[src/inc/fspd_pkg.sv]
`default_nettype none
package fspd_pkg;

  // ----------------------------------------
  // Opcodes
  // ----------------------------------------
  localparam logic [7:0] OP_RD_S0 = 8'h05; // Status bits 7..0 out
  localparam logic [7:0] OP_RD_S1 = 8'h35; // Status bits 15..8 out
  localparam logic [7:0] OP_RD_S2 = 8'h15; // Status bits 23..16 out
  localparam logic [7:0] OP_WR_S0 = 8'h01; // Status bits 7..0 in
  localparam logic [7:0] OP_WR_S1 = 8'h31; // Status bits 15..8 in
  localparam logic [7:0] OP_WR_S2 = 8'h11; // Status bits 23..16 in
  localparam logic [7:0] OP_WEN = 8'h06; // write_enable_cmd
  localparam logic [7:0] OP_VWREN = 8'h50; // Volatile status write enable
  localparam logic [7:0] OP_SLEEP = 8'hB9; // deep_sleep_cmd
  localparam logic [7:0] OP_WAKE = 8'hAB; // wake_and_id_cmd
  localparam logic [7:0] OP_RST_EN = 8'h66; // Reset enable
  localparam logic [7:0] OP_RST = 8'h99; // Reset

  // ----------------------------------------
  // Status layout and values
  // ----------------------------------------
  localparam int SR_PRG = 0; // cycle_in_progress
  localparam int SR_WEN = 1; // write_enable_latch
  localparam int SR_BP_LSB = 2; // block_protect_field low bit
  localparam int SR_BP_W = 5; // block_protect_field width
  localparam int SR_SPB = 7; // status_protect_bit
  localparam logic [23:0] SR_FIXED = 24'h19_2003; // Bits 20,19,16,13,1,0
  localparam logic [23:0] SR_RESET = 24'h00_0000; // Power-on contents
  localparam logic [7:0] DEV_ID = 8'h5A; // Arbitrary neutral device ID

  // ----------------------------------------
  // Frame counting
  // ----------------------------------------
  localparam logic [2:0] BIT_LAST = 3'h7; // Eighth bit of a byte
  localparam logic [2:0] BYTE_SAT = 3'h7; // Byte counter ceiling
  localparam logic [2:0] ID_LAST_DUMMY = 3'h3; // Opcode plus three dummies done
  localparam logic [1:0] SLOT_NONE = 2'h3; // No status byte / ID source

  // ----------------------------------------
  // Timing
  // ----------------------------------------
  localparam int TMR_W = 20; // Timer width
  localparam int CLK_NS = 5; // clk_sys period
  localparam int WRT_NS = 5000000; // status_write_time
  localparam int SLP_NS = 3000; // sleep_entry_time
  localparam int WAKE_NS = 3000; // wake_time
  localparam int WAKID_NS = 1800; // wake_with_id_time
  localparam int TRST_NS = 30000; // Reset recovery
  localparam int WRT_CYC_DEF = (WRT_NS + CLK_NS - 1) / CLK_NS;
  localparam int TRST_CYC_DEF = (TRST_NS + CLK_NS - 1) / CLK_NS;
  localparam logic [TMR_W-1:0] SLP_CYC = TMR_W'((SLP_NS + CLK_NS - 1) / CLK_NS);
  localparam logic [TMR_W-1:0] WAKE_CYC = TMR_W'((WAKE_NS + CLK_NS - 1) / CLK_NS);
  localparam logic [TMR_W-1:0] WAKID_CYC = TMR_W'((WAKID_NS + CLK_NS - 1) / CLK_NS);
  localparam logic [TMR_W-1:0] TMR_ONE = TMR_W'(1);

  // ----------------------------------------
  // Types
  // ----------------------------------------
  // Synchronised link view
  typedef struct packed {
    logic cs_n;
    logic rise;
    logic fall;
    logic si;
    logic wp_n;
  } fspd_link_type;

  // Frame phase, one-hot
  typedef enum logic [4:0] {
    FR_IDLE = 5'h01,
    FR_CMD = 5'h02,
    FR_DATA = 5'h04,
    FR_DUMMY = 5'h08,
    FR_OUT = 5'h10
  } fspd_frame_type;

  // ----------------------------------------
  // Helpers
  // ----------------------------------------
  // Status byte index of a read opcode
  function automatic logic [1:0] fspd_read_slot(input logic [7:0] op);
    unique case (op)
      OP_RD_S0: fspd_read_slot = 2'h0;
      OP_RD_S1: fspd_read_slot = 2'h1;
      OP_RD_S2: fspd_read_slot = 2'h2;
      default: fspd_read_slot = SLOT_NONE;
    endcase
  endfunction

  // Status byte index of a write opcode
  function automatic logic [1:0] fspd_write_slot(input logic [7:0] op);
    unique case (op)
      OP_WR_S0: fspd_write_slot = 2'h0;
      OP_WR_S1: fspd_write_slot = 2'h1;
      OP_WR_S2: fspd_write_slot = 2'h2;
      default: fspd_write_slot = SLOT_NONE;
    endcase
  endfunction

  // Frame ended exactly after n whole bytes
  function automatic logic fspd_exact(input logic [2:0] bytes, input logic [2:0] bits,
                                      input logic [2:0] n);
    fspd_exact = (bytes == n) && (bits == 3'h0);
  endfunction

endpackage
`default_nettype wire

[src/hdl/fspd_cmd_core.sv]
// Notes on behaviour
// - Read opcodes select status byte 0,1,2
// - Status reads allowed unless asleep or locked out, repeat while clocked
// - Status write needs write enable latch or volatile enable set
// - Write opcodes load status byte 0,1,2
// - Status bits 20,19,16,13,1,0 never written
// - Status write only on exact byte boundary
// - Write with latch set runs timed cycle, clears latch
// - Protect bit with pin low refuses writes
// - Block protect bits size read-only region
// - Sleep only via B9, blocks writes
// - Asleep, only wake or reset pair act
// - Sleep on exact opcode frame after delay
// - Sleep command refused while cycle runs
// - Powers up awake; deselect while idle and awake means standby
// - Bare wake locks out commands for wake_time
// - Wake with three dummies streams device ID
// - ID-form wake locks out for shorter time
// - Wake command ignored while cycle runs
// - Reset aborts, clears volatile state and settings
// - Reset pair in separate frames, nothing between while awake
// - Commands refused during reset recovery
`default_nettype none
module fspd_cmd_core
  import fspd_pkg::*;
#(
  parameter int unsigned WRT_CYC = WRT_CYC_DEF,
  parameter int unsigned TRST_CYC = TRST_CYC_DEF
) (
  input wire logic clk_sys,
  input wire logic sys_rst,
  input wire logic spi_sclk,
  input wire logic spi_cs_n,
  input wire logic spi_si,
  output logic spi_so,
  output logic spi_so_oe,
  input wire logic wp_n,
  input wire logic array_busy,
  input wire logic param_load,
  input wire logic [7:0] param_in,
  input wire logic [2:0] wrap_in,
  output logic [23:0] status_word,
  output logic write_enable_latch,
  output logic cycle_in_progress,
  output logic [4:0] block_protect_field,
  output logic status_protect_bit,
  output logic deep_sleep,
  output logic standby,
  output logic [7:0] read_parameter_bits,
  output logic [2:0] wrap_setting_bits,
  output logic soft_reset_pulse
);

  // ----------------------------------------
  // Link synchroniser
  // ----------------------------------------
  fspd_link_type link; // Synced pins and clock edges

  fspd_link_sync u_sync (
    .clk_sys(clk_sys),
    .sys_rst(sys_rst),
    .spi_sclk(spi_sclk),
    .spi_cs_n(spi_cs_n),
    .spi_si(spi_si),
    .wp_n(wp_n),
    .link(link)
  );

  // ----------------------------------------
  // Declarations
  // ----------------------------------------
  fspd_frame_type frame_q, frame_d; // Frame phase
  logic [2:0] bitcnt_q, bitcnt_d; // Bits within current byte
  logic [2:0] bytecnt_q, bytecnt_d; // Whole bytes, saturating
  logic [7:0] shift_q, shift_d; // Incoming shift register
  logic [7:0] opcode_q, opcode_d; // First byte of frame
  logic [7:0] data_q, data_d; // Second byte of frame
  logic [7:0] hold_q, hold_d; // Byte being shifted out
  logic [2:0] ocnt_q, ocnt_d; // Output bit index
  logic [1:0] rsel_q, rsel_d; // Output source
  logic so_q, so_d; // Output data bit
  logic cs_old_q, cs_old_d; // Previous chip select

  logic [23:0] live_q, live_d; // Active status contents
  logic [23:0] nv_q, nv_d; // Non-volatile copy
  logic wen_q, wen_d; // write_enable_latch
  logic vol_en_q, vol_en_d; // Volatile write enable
  logic prg_q, prg_d; // cycle_in_progress
  logic [TMR_W-1:0] cyc_q, cyc_d; // Status write timer
  logic [TMR_W-1:0] lock_q, lock_d; // Command refusal timer
  logic pend_q, pend_d; // Sleep entry pending
  logic sleep_q, sleep_d; // Deep sleep state
  logic rst_en_q, rst_en_d; // Reset enable armed
  logic [7:0] param_q, param_d; // read_parameter_bits
  logic [2:0] wrap_q, wrap_d; // wrap_setting_bits
  logic srst_q, srst_d; // Soft reset pulse

  logic [7:0] rx_byte; // Byte with current bit appended
  logic [23:0] view; // Status as read back
  logic [7:0] out_src; // Byte chosen for output
  logic frame_end; // Chip select rising
  logic locked; // Commands refused
  logic busy; // Any internal cycle running
  logic hw_prot; // Hardware protected mode
  logic [1:0] wslot; // Write opcode byte index
  logic [23:0] wr_val; // Status after masked write

  // ----------------------------------------
  // Shared terms
  // ----------------------------------------
  always_comb begin
    rx_byte = {shift_q[6:0], link.si};
    view = live_q;
    view[SR_PRG] = prg_q;
    view[SR_WEN] = wen_q;
    out_src = (rsel_q == SLOT_NONE) ? DEV_ID : view[rsel_q*8 +: 8];
    frame_end = link.cs_n & ~cs_old_q;
    locked = (lock_q != '0);
    busy = prg_q | array_busy;
    hw_prot = live_q[SR_SPB] & ~link.wp_n;
    wslot = fspd_write_slot(opcode_q);
    wr_val = live_q;
    if (wslot != SLOT_NONE) begin
      wr_val[wslot*8 +: 8] = data_q;
    end
    wr_val = (live_q & SR_FIXED) | (wr_val & ~SR_FIXED);
  end

  // ----------------------------------------
  // Frame shifter: next values
  // ----------------------------------------
  always_comb begin
    frame_d = frame_q;
    bitcnt_d = bitcnt_q;
    bytecnt_d = bytecnt_q;
    shift_d = shift_q;
    opcode_d = opcode_q;
    data_d = data_q;
    hold_d = hold_q;
    ocnt_d = ocnt_q;
    rsel_d = rsel_q;
    so_d = so_q;
    cs_old_d = link.cs_n;
    if (link.cs_n) begin
      // Deselected: clear counters for the next frame
      frame_d = FR_IDLE;
      bitcnt_d = 3'h0;
      bytecnt_d = 3'h0;
      ocnt_d = 3'h0;
      so_d = 1'b0;
    end else begin
      if (frame_q == FR_IDLE) begin
        frame_d = FR_CMD;
      end
      if (link.rise && frame_q != FR_IDLE) begin
        shift_d = rx_byte;
        bitcnt_d = bitcnt_q + 3'h1;
        if (bitcnt_q == BIT_LAST) begin
          if (bytecnt_q != BYTE_SAT) begin
            bytecnt_d = bytecnt_q + 3'h1;
          end
          unique case (frame_q)
            FR_CMD: begin
              opcode_d = rx_byte;
              frame_d = FR_DATA;
              if (!locked && !sleep_q && fspd_read_slot(rx_byte) != SLOT_NONE) begin
                frame_d = FR_OUT;
                rsel_d = fspd_read_slot(rx_byte);
              end else if (!locked && !busy && rx_byte == OP_WAKE) begin
                frame_d = FR_DUMMY;
              end
            end
            FR_DATA: begin
              if (bytecnt_q == 3'h1) begin
                data_d = rx_byte;
              end
            end
            FR_DUMMY: begin
              if (bytecnt_q == ID_LAST_DUMMY) begin
                frame_d = FR_OUT;
                rsel_d = SLOT_NONE;
              end
            end
            FR_IDLE, FR_OUT: begin
            end
          endcase
        end
      end
      if (link.fall && frame_q == FR_OUT) begin
        ocnt_d = ocnt_q + 3'h1;
        if (ocnt_q == 3'h0) begin
          // Latch whole byte so a mid-byte status change cannot tear it
          hold_d = out_src;
          so_d = out_src[7];
        end else begin
          so_d = hold_q[~ocnt_q];
        end
      end
    end
  end

  // Frame shifter registers
  always_ff @(posedge clk_sys or posedge sys_rst) begin
    if (sys_rst) begin
      frame_q <= FR_IDLE;
      bitcnt_q <= 3'h0;
      bytecnt_q <= 3'h0;
      shift_q <= 8'h00;
      opcode_q <= 8'h00;
      data_q <= 8'h00;
      hold_q <= 8'h00;
      ocnt_q <= 3'h0;
      rsel_q <= 2'h0;
      so_q <= 1'b0;
      cs_old_q <= 1'b1;
    end else begin
      frame_q <= frame_d;
      bitcnt_q <= bitcnt_d;
      bytecnt_q <= bytecnt_d;
      shift_q <= shift_d;
      opcode_q <= opcode_d;
      data_q <= data_d;
      hold_q <= hold_d;
      ocnt_q <= ocnt_d;
      rsel_q <= rsel_d;
      so_q <= so_d;
      cs_old_q <= cs_old_d;
    end
  end

  // ----------------------------------------
  // Command execution: next values
  // ----------------------------------------
  always_comb begin
    live_d = live_q;
    nv_d = nv_q;
    wen_d = wen_q;
    vol_en_d = vol_en_q;
    prg_d = prg_q;
    cyc_d = cyc_q;
    lock_d = lock_q;
    pend_d = pend_q;
    sleep_d = sleep_q;
    rst_en_d = rst_en_q;
    param_d = param_q;
    wrap_d = wrap_q;
    srst_d = 1'b0;
    // Settings loaded by neighbouring command logic
    if (param_load) begin
      param_d = param_in;
      wrap_d = wrap_in;
    end
    if (prg_q) begin
      cyc_d = cyc_q - TMR_ONE;
      if (cyc_q == TMR_ONE) begin
        prg_d = 1'b0;
        wen_d = 1'b0;
      end
    end
    // Refusal window; a pending sleep lands when it runs out
    if (locked) begin
      lock_d = lock_q - TMR_ONE;
      if (lock_q == TMR_ONE && pend_q) begin
        pend_d = 1'b0;
        sleep_d = 1'b1;
      end
    end
    if (frame_end && bytecnt_q != 3'h0 && !locked) begin
      if (!sleep_q || opcode_q == OP_WAKE) begin
        rst_en_d = 1'b0;
      end
      unique case (opcode_q)
        OP_RST_EN: begin
          rst_en_d = fspd_exact(bytecnt_q, bitcnt_q, 3'h1);
        end
        OP_RST: begin
          rst_en_d = 1'b0;
          if (rst_en_q && fspd_exact(bytecnt_q, bitcnt_q, 3'h1)) begin
            live_d = nv_q;
            wen_d = 1'b0;
            vol_en_d = 1'b0;
            prg_d = 1'b0;
            cyc_d = '0;
            pend_d = 1'b0;
            sleep_d = 1'b0;
            param_d = 8'h00;
            wrap_d = 3'h0;
            srst_d = 1'b1;
            lock_d = TMR_W'(TRST_CYC);
          end
        end
        OP_WAKE: begin
          if (!busy && sleep_q) begin
            if (fspd_exact(bytecnt_q, bitcnt_q, 3'h1)) begin
              sleep_d = 1'b0;
              lock_d = WAKE_CYC;
            end else if (bytecnt_q > ID_LAST_DUMMY) begin
              sleep_d = 1'b0;
              lock_d = WAKID_CYC;
            end
          end
        end
        default: begin
          if (!sleep_q) begin
            if (opcode_q == OP_WEN && fspd_exact(bytecnt_q, bitcnt_q, 3'h1)) begin
              wen_d = 1'b1;
            end
            if (opcode_q == OP_VWREN && fspd_exact(bytecnt_q, bitcnt_q, 3'h1)) begin
              vol_en_d = 1'b1;
            end
            if (opcode_q == OP_SLEEP && !busy
                && fspd_exact(bytecnt_q, bitcnt_q, 3'h1)) begin
              pend_d = 1'b1;
              lock_d = SLP_CYC;
            end
            if (wslot != SLOT_NONE && fspd_exact(bytecnt_q, bitcnt_q, 3'h2)
                && (wen_q || vol_en_q) && !hw_prot && !busy) begin
              live_d = wr_val;
              vol_en_d = 1'b0;
              if (wen_q) begin
                nv_d = wr_val;
                prg_d = 1'b1;
                cyc_d = TMR_W'(WRT_CYC);
              end
            end
          end
        end
      endcase
    end
  end

  // Execution registers; power-on is always awake
  always_ff @(posedge clk_sys or posedge sys_rst) begin
    if (sys_rst) begin
      live_q <= SR_RESET;
      nv_q <= SR_RESET;
      wen_q <= 1'b0;
      vol_en_q <= 1'b0;
      prg_q <= 1'b0;
      cyc_q <= '0;
      lock_q <= '0;
      pend_q <= 1'b0;
      sleep_q <= 1'b0;
      rst_en_q <= 1'b0;
      param_q <= 8'h00;
      wrap_q <= 3'h0;
      srst_q <= 1'b0;
    end else begin
      live_q <= live_d;
      nv_q <= nv_d;
      wen_q <= wen_d;
      vol_en_q <= vol_en_d;
      prg_q <= prg_d;
      cyc_q <= cyc_d;
      lock_q <= lock_d;
      pend_q <= pend_d;
      sleep_q <= sleep_d;
      rst_en_q <= rst_en_d;
      param_q <= param_d;
      wrap_q <= wrap_d;
      srst_q <= srst_d;
    end
  end

  // ----------------------------------------
  // Outputs
  // ----------------------------------------
  always_comb begin
    spi_so = so_q;
    spi_so_oe = (frame_q == FR_OUT);
    status_word = view;
    write_enable_latch = wen_q;
    cycle_in_progress = prg_q;
    block_protect_field = live_q[SR_BP_LSB +: SR_BP_W];
    status_protect_bit = live_q[SR_SPB];
    deep_sleep = sleep_q;
    standby = link.cs_n & ~busy & ~sleep_q;
    read_parameter_bits = param_q;
    wrap_setting_bits = wrap_q;
    soft_reset_pulse = srst_q;
  end

endmodule
`default_nettype wire

[src/hdl/fspd_link_sync.sv]
`default_nettype none
module fspd_link_sync
  import fspd_pkg::*;
(
  input wire logic clk_sys,
  input wire logic sys_rst,
  input wire logic spi_sclk,
  input wire logic spi_cs_n,
  input wire logic spi_si,
  input wire logic wp_n,
  output fspd_link_type link
);

  // ----------------------------------------
  // Two-stage synchroniser plus edge stage
  // ----------------------------------------
  logic [3:0] meta_q; // First stage, read by stage two only
  logic [3:0] meta_d;
  logic [3:0] sync_q; // Second stage {sclk, cs_n, si, wp_n}
  logic [3:0] sync_d;
  logic sclk_old_q; // Previous synced clock for edge finding
  logic sclk_old_d;

  // Next values
  always_comb begin
    meta_d = {spi_sclk, spi_cs_n, spi_si, wp_n};
    sync_d = meta_q;
    sclk_old_d = sync_q[3];
  end

  // Registers; idle levels keep the device deselected
  always_ff @(posedge clk_sys or posedge sys_rst) begin
    if (sys_rst) begin
      meta_q <= 4'h5;
      sync_q <= 4'h5;
      sclk_old_q <= 1'b0;
    end else begin
      meta_q <= meta_d;
      sync_q <= sync_d;
      sclk_old_q <= sclk_old_d;
    end
  end

  // Data and clock share the same delay, so si is aligned with rise
  always_comb begin
    link.cs_n = sync_q[2];
    link.rise = sync_q[3] & ~sclk_old_q;
    link.fall = ~sync_q[3] & sclk_old_q;
    link.si = sync_q[1];
    link.wp_n = sync_q[0];
  end

endmodule
`default_nettype wire

[config.mk]
export PLATFORM = sky130hd
export DESIGN_NAME = fspd_cmd_core
export DESIGN_NICKNAME = d
export VERILOG_FILES = /design/src/inc/fspd_pkg.sv /design/src/hdl/fspd_cmd_core.sv /design/src/hdl/fspd_link_sync.sv
export SDC_FILE = /design/constraint.sdc
export NUM_CORES = 1
export LEC_CHECK = 0
export BUFFER_PORTS_ARGS = -buffer_cell sky130_fd_sc_hd__buf_2
export CAP_MARGIN = 30
export CELL_PAD_IN_SITES_DETAIL_PLACEMENT = 2
export CELL_PAD_IN_SITES_GLOBAL_PLACEMENT = 2
export CORE_MARGIN = 1.5
export CORE_UTILIZATION = 40
export CTS_BUF_LIST = sky130_fd_sc_hd__clkbuf_4
export DETAILED_ROUTE_END_ITERATION = 10
export PLACE_DENSITY = 0.81
export SLEW_MARGIN = 20
export SYNTH_ARGS = -nofsm -noshare
export SYNTH_HDL_FRONTEND = slang
export SYNTH_SLANG_ARGS = --single-unit
[constraint.sdc]
create_clock -name clk_sys -period 5.2 [get_ports clk_sys]
set_input_delay 0.52 -clock clk_sys [delete_from_list [all_inputs] [get_ports clk_sys]]
set_output_delay 0.52 -clock clk_sys [all_outputs]
set_load 0.02 [all_outputs]
# Yosys cells after proc, flatten, opt, wreduce, memory -nomap -nowiden
# Cells that the tools add are included.
[word_totals]
register_bits = 164
latch_bits = 0
mem_bits_rw = 0
rom_bits = 0
in_bits = 19
output_inout_bits = 48
mem_count = 0
[classes]
n_addsub = 6
multipliers = 0
n_div = 0
magnitude_cmp = 2
eq_ne = 33
shift = 3
n_mux = 101
bitwise = 18
n_reduce_logical = 51
[ops]
columns = ["op", "count"]
rows = [
  ["$mux 20", 14],
  ["$mux 24", 4],
  ["$pmux 20 s3", 1],
  ["$pmux 24 s2", 1],
  ["$eq 20x1->1 const B", 2],
  ["$mux 8", 5],
  ["$pmux 20 s2", 1],
  ["$sub 20x1->20 const B", 2],
  ["$mux 1", 38],
  ["$mux 3", 12],
  ["$neg 5->34", 1],
  ["$shift 8x34->24 const A", 1],
  ["$shiftx 8x34->24", 1],
  ["$eq 8x8->1 const B", 4],
  ["$mux 5", 6],
  ["$bwmux 24", 1],
  ["$or 21x24->24", 1],
  ["$shiftx 24x6->8", 1],
  ["$logic_and 1x1->1", 21],
  ["$reduce_and 5->1", 4],
  ["$reduce_bool 20->1", 1],
  ["$eq 8x3->1 const B", 2],
  ["$eq 8x5->1 const B", 2],
  ["$eq 8x6->1 const B", 2],
  ["other kinds (40)", 86],
]

# Depth between registers and ports, before layout
# Gate-level depths: netlist of run 1.
[depth]
ltp_word = 13
depth_mapped = 11
ltp_nobuf = 10

# Cells and area by module
# A second synthesis of run 1 with hierarchy kept.
[unflattened]
hier_cells = 801
area_unflattened_um2 = 8435.6
[modules_own_cells]
columns = ["mod", "n_inst", "cells_per_inst", "area_per_inst_um2", "seq_area_each_um2"]
rows = [
  ["fspd_cmd_core", 1, 786, 8164.1, 3781.1],
  ["fspd_link_sync", 1, 15, 271.5, 230.2],
]

# Least setup slack after synthesis of run 1
# No wires, ideal clock.
[synth_path]
path_type = "register to register"
start = "reg opcode_q[5]"
end = "reg live_q[23]"
setup_time_ns = 0.082
arrival_ns = 2.727
slack_ns = 2.391
path_stages_with_launch = 11
n_path_buf = 1
path_cell_list = "dfrtp_1 clkbuf_1 or4b_2 or2_2 ha_1 nand2b_1 nor4_1 nand2_1 nand2_1 a21oi_1 a31oi_1"
[synth_via]
elab_chain_len = 10
[synth_lines]
columns = ["element", "line_no", "text"]
rows = [
  ["start, declared", "fspd_cmd_core.sv:76", "logic [7:0] opcode_q, opcode_d;"],
  ["start signal, assigned", "fspd_cmd_core.sv:221", "opcode_q <= opcode_d;"],
  ["$eq 8x5->1 (tied with other cells)", "fspd_pkg.sv:93", "unique case (op)"],
  ["$pmux 2 s3", "fspd_pkg.sv:93", ""],
  ["$neg 5->34", "fspd_cmd_core.sv:124", "wr_val[wslot*8 +: 8] = data_q;"],
  ["$shiftx 8x34->24 / $shift 8x34->24 (equally long branches)", "fspd_cmd_core.sv:124", ""],
  ["$bwmux 24", "fspd_cmd_core.sv:124", ""],
  ["$mux 24", "fspd_cmd_core.sv:123", "if (wslot != SLOT_NONE) begin"],
  ["$or 21x24->24", "fspd_cmd_core.sv:126", "wr_val = (live_q & SR_FIXED) | (wr_val & ~SR_FIXED);"],
  ["$mux 24", "fspd_cmd_core.sv:316", "if (wslot != SLOT_NONE && fspd_exact(bytecnt_q, bitcnt_q, 3'h2)"],
  ["$mux 24", "fspd_cmd_core.sv:304", "if (!sleep_q) begin"],
  ["$pmux 24 s2", "fspd_cmd_core.sv:272", "unique case (opcode_q)"],
  ["end signal, assigned", "fspd_cmd_core.sv:349", "live_q <= live_d;"],
  ["end, declared", "fspd_cmd_core.sv:84", "logic [23:0] live_q, live_d;"],
]
# Several ways; a longest one is shown, not always the timed one. The select of a mux whose other input is x is not followed.
# A chain may end at the register's enable or synchronous reset.

# Worst setup path in the final report of run 1
[layout_path]
start = "reg opcode_q[4]"
end = "reg live_q[5]"
# The elaborated chain is that of the path after synthesis.

==> results of run 1 <==
[kinds of logic (layout without fill, tap and decap cells)]
| kind of cell | after synthesis | in the layout | synth area share, % |
|---|---|---|---|
| multiplexers | 57 | 57 | 7.989 |
| flip-flops | 160 | 160 | 50.13 |
| XOR/XNOR | 35 | 35 | 3.830 |
| adder cells (fa/ha/maj) | 19 | 19 | 2.971 |
| buffers and inverters | 66 | 133 | 3.846 |
| AND/OR/NAND/NOR | 301 | 301 | 19.23 |
| AO/OA/AOI/OAI | 150 | 150 | 12.01 |
[power by group]
group	total [uW]	leakage [uW]	internal (uW)	switching, uW
clock network	771	0.000141	296	475
logic	129	0.00181	52.8	75.7
registers	1330	0.00201	1280	49.6
[state kept, by name, summed over array words and instances (netlist names), 4 cells and up]
signal	count
lock_q	20
read_parameter_bits	8
shift_q	7
nv_q	22
data_q	8
u_sync.sync_q	4
u_sync.meta_q	4
cyc_q	20
hold_q	8
opcode_q	8
live_q	22
frame_q	5
[synthesized netlist by cell type (3+ instances only)]
| library cell | instances | area share (%) |
|---|---|---|
| a21o_1 | 9 | 0.84 |
| nor3b_1 | 6 | 0.56 |
| nand2_1 | 83 | 3.9 |
| dfrtp_1 | 154 | 48 |
| a21oi_1 | 28 | 1.8 |
| o21ai_0 | 43 | 2.7 |
| a31oi_1 | 18 | 1.4 |
| o31ai_1 | 3 | 0.28 |
| inv_1 | 23 | 1.1 |
| clkbuf_1 | 19 | 0.89 |
| a211oi_1 | 4 | 0.38 |
| mux2i_1 | 23 | 2.9 |
| buf_4 | 13 | 1.2 |
| xnor2_1 | 23 | 2.5 |
| mux2_2 | 31 | 4.4 |
| nor4_1 | 13 | 1.0 |
| nor2b_1 | 10 | 0.78 |
| a22oi_1 | 23 | 2.2 |
| nor4b_1 | 4 | 0.44 |
| ha_1 | 19 | 3.0 |
| nor3_1 | 19 | 1.2 |
| or4_1 | 7 | 0.66 |
| o211ai_1 | 5 | 0.47 |
| nand4_1 | 4 | 0.31 |
| nand3b_1 | 3 | 0.28 |
| nand2b_1 | 7 | 0.55 |
| nor2_1 | 85 | 4.0 |
| nand3_1 | 19 | 1.2 |
| and3_1 | 3 | 0.23 |
| and4_1 | 3 | 0.33 |
| or3b_2 | 4 | 0.44 |
| buf_2 | 9 | 0.56 |
| xor2_1 | 12 | 1.3 |
| and2_1 | 8 | 0.63 |
| or3_1 | 6 | 0.47 |
| dfstp_2 | 6 | 2.0 |
[worst max-delay path: stages, from the launching register on]
cell and delay (ns):
dfrtp_1 0.53, or4b_2 0.66, or2_2 0.36, ha_1 0.25, o31ai_4 0.14, o21ai_1 0.38
nor2_1 0.78, a31oi_1 0.18, o21ai_0 0.21
[area by class of cell]
type | instances | share of cell area [%]
Sequential cell | 160 | 45.35
Clock buffer | 19 | 1.613
Inverter | 24 | 1.075
Timing Repair Buffer | 77 | 4.824
Multi-Input combinational cell | 562 | 41.83
Clock inverter | 13 | 1.556
Tap cell | 265 | 3.749
[worst max-delay path by stage]
| stage | start | end | slack [ns] |
|---|---|---|---|
| final | opcode_q[4] | live_q[5] | 1.64 |
| after global routing | opcode_q[4] | live_q[5] | 1.51 |
| after CTS | opcode_q[4] | live_q[5] | 1.67 |
| after detailed placement | opcode_q[5] | live_q[5] | 1.70 |
| after global placement | opcode_q[5] | live_q[5] | 1.94 |
| after floorplan | sys_rst | bitcnt_q[0] | 0.37 |
[stage by stage]
| step | setup slack [ns] | util, % | hold WS (ns) |
|---|---|---|---|
| after floorplan | 0.3700 | - | 0.3312 |
| after global placement | 1.939 | 43.52 | 0.3326 |
| after detailed placement | 1.702 | 43.58 | 0.3373 |
| after CTS | 1.673 | 45.27 | 0.1353 |
| after global routing | 1.513 | 45.30 | 0.1430 |
| final | 1.645 | 45.30 | 0.1794 |
[cells in the final DEF, fill, tap and decap left out, drive strengths merged, types with 5 or more instances in the layout]
master       instances
dlygate4sd3          5
nand2b               7
nor2                86
nor4                14
xor2                12
a22oi               23
nor3b                6
o21ai               44
a21oi               28
clkbuf              20
and2                 8
nor2b               10
mux2                32
buf                 71
dfrtp              154
or4                  8
or3                  6
inv                 26
nand3               21
o211ai               5
a31oi               18
ha                  19
a21o                10
clkinv               5
nand2               83
mux2i               23
xnor2               23
nor3                20
dfstp                6
[timing repair]
item	CTS	global route
gates resized for setup	0	0
hold endpoints to repair	51	0
hold buffers	5	0
[per-layer routing]
layer,up-vias,part of all wire [%],GRT usage (%)
li1,2886,-,-
met1,3297,44,29.42
met2,75,53,42.79
met3,17,2.2,4.305
met4,0,1.1,5.157
met5,-,0,0
==> metrics.md, run 1 <==
| Metric | Value |
|---|---|
| Dpl hpwl | `16.93 mm` |
| Mapped Avg Cell Area | `10.16 um2` |
| Ys async rst share | `100.0%` |
| Tcrit/Tclk final | `68.37%` |
| Worst EP required | `5.71 ns` |
| Final net count | `880` |
| Max VDD drop | `0.2261 mV` |
| Iteration-0 DRC Markers | `328` |
| Clk buf depth | `2` |
| Setup bufs post-CTS | `0` |
| CP max FO | `12` |
| Reg2reg setup slack | `1.64 ns` |
| Main synth FF type | `dfrtp_1` |
| Post-route insts no fill | `1120` |
| Share of layout cells above drive strength 1 | `19.18%` |
| Crit Path Class | `flip-flop to flip-flop` |
| GP Congestion | `0.8501` |
| Initial antenna violation count | `0` |
| Leak | `0.003965 uW` |
| Fmax | `0.2813 GHz` |
| Hold path start | `param_in[0]` |
| Pins Over Slew Limit | `0` |
| Initial Util | `40.98%` |
| Die height | `144.4 um` |
| Worst-Margin Slew | `0.9658 ns` |
| Synth Register Bits | `160` |
| Vias | `6275` |
| Vias in the first global route | `6953` |
| Num CTS Buffers | `17` |
| Post-DP Area | `8509 um2` |
| R2R depth | `8` |
| Via-per-instance ratio | `5.603` |
| Hold Path Cell Cnt | `3` |
| Crit Reg-Reg Startpoint | `opcode_q[4]` |
| Sequential area share after synthesis | `50.13%` |
| Antenna Cells | `0` |
| Status | `finished clean` |
| Worst-Skew Late Latency | `0.59 ns` |
| Tmin final | `3.555 ns` |
| Mapped cell area | `8003 um2` |
| WL/cell | `20.79 um` |
| CTS root buf | `clkbuf_4` |
| Power per cell area | `252.1 nW/um2` |
| CTS Sinks | `160` |
| Count of cell types in the netlist | `67` |
| Hold Crit Class | `input pin to flip-flop` |
| Final WL | `23.28 mm` |
| Die area | `20860 um2` |
| RSZ-0062 raised after global routing | `no` |
| Post-Synthesis Cells | `788` |
| Largest net degree at the start of global routing | `62` |
| Filler Cell Count | `2156` |
| Reg area | `4011 um2` |
| R2R Path End | `live_q[5]` |
| Antenna-violating nets left | `0` |
| CTS H-tree depth | `4` |
| Startpoint type of the worst setup path | `flip-flop` |
| Drc violations | `0` |
| CTS tree | `built` |
| Post-synth EDFFs | `0` |
| Die extent in x | `144.4 um` |
| Clock Skew | `0.02944 ns` |
| Final setup TNS | `0 ns` |
| Core area | `19530 um2` |
| Cells after DPL | `1082` |
| Row count | `51` |
| Max-cap violations | `0` |
| GRT overflow | `0` |
| Hold EP | `read_parameter_bits[0]` |
| First-pass GRT wire length | `37.76 mm` |
| Final Hold Vio Count | `0` |
| Clk pin slew, worst setup/hold paths | `0.15 ns` |
| GRT Total Usage | `23.69%` |
| Slew headroom | `35.02%` |
| IO Count | `67` |
| Post-synth net total | `826` |
| Design area | `8845 um2` |
| Setup crit end kind | `flip-flop` |
| Total chip power | `2230 uW` |
| Area of the multi-input gates | `3700 um2` |
| Final setup violation count | `0` |
| IO buf count | `66` |
| DRT Pass-1 Iters | `4` |
| Layout overhead on the synthesized area | `10.52%` |
| Critical path arrival | `4.07 ns` |
| Syn. warnings | `0` |
Note: power is estimated with default switching activity, not from simulation.
==> run 2, diff against run 1 <==
clock period = 3.4 ns   (was 5.2 ns; I/O delays follow)
==> run 2 against run 1 <==
Critical path type unchanged. Largest power group unchanged. Cell count increased by 1.4%. Count of clock-buffer cells in the layout increased by 3. Flip-flop and latch count unchanged. Sequential power increased by 53%.
==> metrics.md, run 2 (synthesis results as in run 1) <==
| Metric | Value |
|---|---|
| Status | `finished clean` |
| Via-per-instance ratio | `5.638` |
| Pins Over Slew Limit | `0` |
| Biggest regs | `live_q: 22 flops, nv_q: 22 flops` |
| Row count | `51` |
| Max VDD drop | `0.2984 mV` |
| Final net count | `895` |
| Setup bufs post-CTS | `0` |
| Crit Path Class | `flip-flop to flip-flop` |
| Tcrit/Tclk final | `92.59%` |
| Initial antenna violation count | `1` |
| Largest net degree at the start of global routing | `85` |
| Die extent in x | `144.4 um` |
| CTS root buf | `clkbuf_4` |
| Fmax | `0.3177 GHz` |
| Vias in the first global route | `7164` |
| IO Count | `67` |
| Internal power | `2523 uW` |
| Reg power frac | `59.1%` |
| Cells after DPL | `1091` |
| Max-cap violations | `0` |
| Tmin final | `3.148 ns` |
| Routed met3 length | `589 um` |
| Final setup TNS | `0 ns` |
| Startpoint type of the worst setup path | `flip-flop` |
| Power per cell area | `382.1 nW/um2` |
| CP max FO | `9` |
| Leak | `0.004044 uW` |
| Post-route insts no fill | `1136` |
| GP Congestion | `0.8391` |
| Final WL | `24.84 mm` |
| Dpl hpwl | `17.48 mm` |
| WL/cell | `21.87 um` |
| Slew headroom | `44.91%` |
| Die height | `144.4 um` |
| Share of layout cells above drive strength 1 | `19.89%` |
| Filler Cell Count | `2119` |
| Final core occ | `46.11%` |
| Final setup violation count | `0` |
| Crit-path leading delay family | `compound AO/OA/AOI/OAI gates` |
| Antenna-violating nets left | `0` |
| Clk buf depth | `2` |
| DRT Pass-1 Iters | `5` |
| Clock Skew | `0.02298 ns` |
| Met1 WL | `10.50 mm` |
| Drc violations | `0` |
| RSZ-0062 raised after global routing | `no` |
| Critical path arrival | `3.62 ns` |
| Clock power share | `34.6%` |
| GRT Total Usage | `25.48%` |
| Sw Share | `26.65%` |
| Worst path cell trace | `or4b_2 -> or2_2 -> ha_1 -> o31ai_4 -> o21ai_1 -> o21a_1 -> o21ai_0 -> o21ai_0` |
| Slowest CP cell | `or4b_2` |
| Top layer in use | `met4` |
| Clk pin slew, worst setup/hold paths | `0.14 ns` |
| Max stage delay on crit path | `0.68 ns` |
| First-pass GRT wire length | `40.12 mm` |
| Highest-count cells in the layout ignoring fill and taps | `154 x dfrtp_1, 85 x nor2_1, 83 x nand2_1` |
| Metal2 WL | `13.24 mm` |
| Worst EP required | `3.87 ns` |
| IO buf count | `66` |
| Die area | `20860 um2` |
| CTS H-tree depth | `4` |
| Initial Util | `40.98%` |
| Setup crit end kind | `flip-flop` |
| Num CTS Buffers | `17` |
| Switching pwr | `916.8 uW` |
| CTS tree | `built` |
| Logic pwr share | `6.3%` |
| Vias | `6405` |
| Most frequent CP cell | `o21ai_0` |
| Worst-Margin Slew | `0.8188 ns` |
| Final Hold Vio Count | `0` |
| Commonest non-fill, non-tap cell in the layout | `dfrtp_1` |
| Iteration-0 DRC Markers | `266` |
| Hold Crit Class | `input pin to flip-flop` |
| Worst-Skew Late Latency | `0.60 ns` |
| Layout overhead on the synthesized area | `12.51%` |
| Core area | `19530 um2` |
| CTS Sinks | `160` |
| Worst Path Buf+Inv | `0` |
| GRT overflow | `0` |
## run 2: cell type report
cell class	count	area, um2	share of cell area [%]
antenna	1	2.502	0.02779
clock buffer	22	165.2	1.834
clock inverter	10	112.6	1.251
inverter	24	93.84	1.042
multi-input combinational	562	3694	41.02
sequential	160	4011	44.55
tap	265	331.6	3.683
timing repair buffer	92	593.1	6.587
## run 2: power by group through the flow
stage / clock network, uW / logic (uW) / registers (uW)
3_3_place_gp: 0 / 196 / 2060
3_5_place_dp: 0 / 211 / 2070
5_1_grt: 1280 / 242 / 2040
4_1_cts: 1200 / 224 / 2030
2_1_floorplan: 0 / 121 / 2050
6_report: 1190 / 218 / 2030
## run 2: worst paths after layout
| path | start | end | slack, ns | cells past startpoint |
|---|---|---|---|---|
| max in group asynchronous | sys_rst | ocnt_q[2] | 2.56 | 4 |
| worst min register to register | u_sync.meta_q[1] | u_sync.sync_q[1] | 0.36 | 0 |
| worst max-delay path | opcode_q[4] | live_q[5] | 0.25 | 8 |
| min in group asynchronous | sys_rst | cyc_q[6] | 0.42 | 4 |
| worst min-delay path | param_in[2] | read_parameter_bits[2] | 0.04 | 3 |
| worst max register to register | opcode_q[4] | live_q[5] | 0.25 | 8 |
## run 2: per-layer routing
metal  global-route usage [%]  up-vias
met3                    3.543       35
met1                    30.71     3346
li1                         -     2916
met2                    46.51      108
met4                    8.666        0
met5                        0        -
## run 2: metrics by stage
step / cell area, um2 / total power [uW] / setup WS (ns) / hold WS (ns)
finish: 9004 / 3440 / 0.2519 / 0.03765
global route: 9004 / 3562 / 0.04762 / 0.01159
CTS: 9001 / 3459 / 0.2414 / 0.002973
detailed placement: 8603 / 2277 / 0.3575 / 0.3358
global placement: 8603 / 2255 / 0.4741 / 0.3364
floorplan: 8006 / 2172 / 0.5912 / 0.3312
## run 2: repair_timing
item | in CTS | in global routing
gates resized for setup | 0 | 0
hold buffers | 12 | 0
hold endpoints to repair | 165 | 0
## run 2: worst register-to-register path: stages (launching register included)
cell and delay [ns]:
dfrtp_1 0.56, or4b_2 0.68, or2_2 0.37, ha_1 0.25, o31ai_4 0.12, o21ai_1 0.35, o21a_1 0.33, o21ai_0 0.24
o21ai_0 0.13
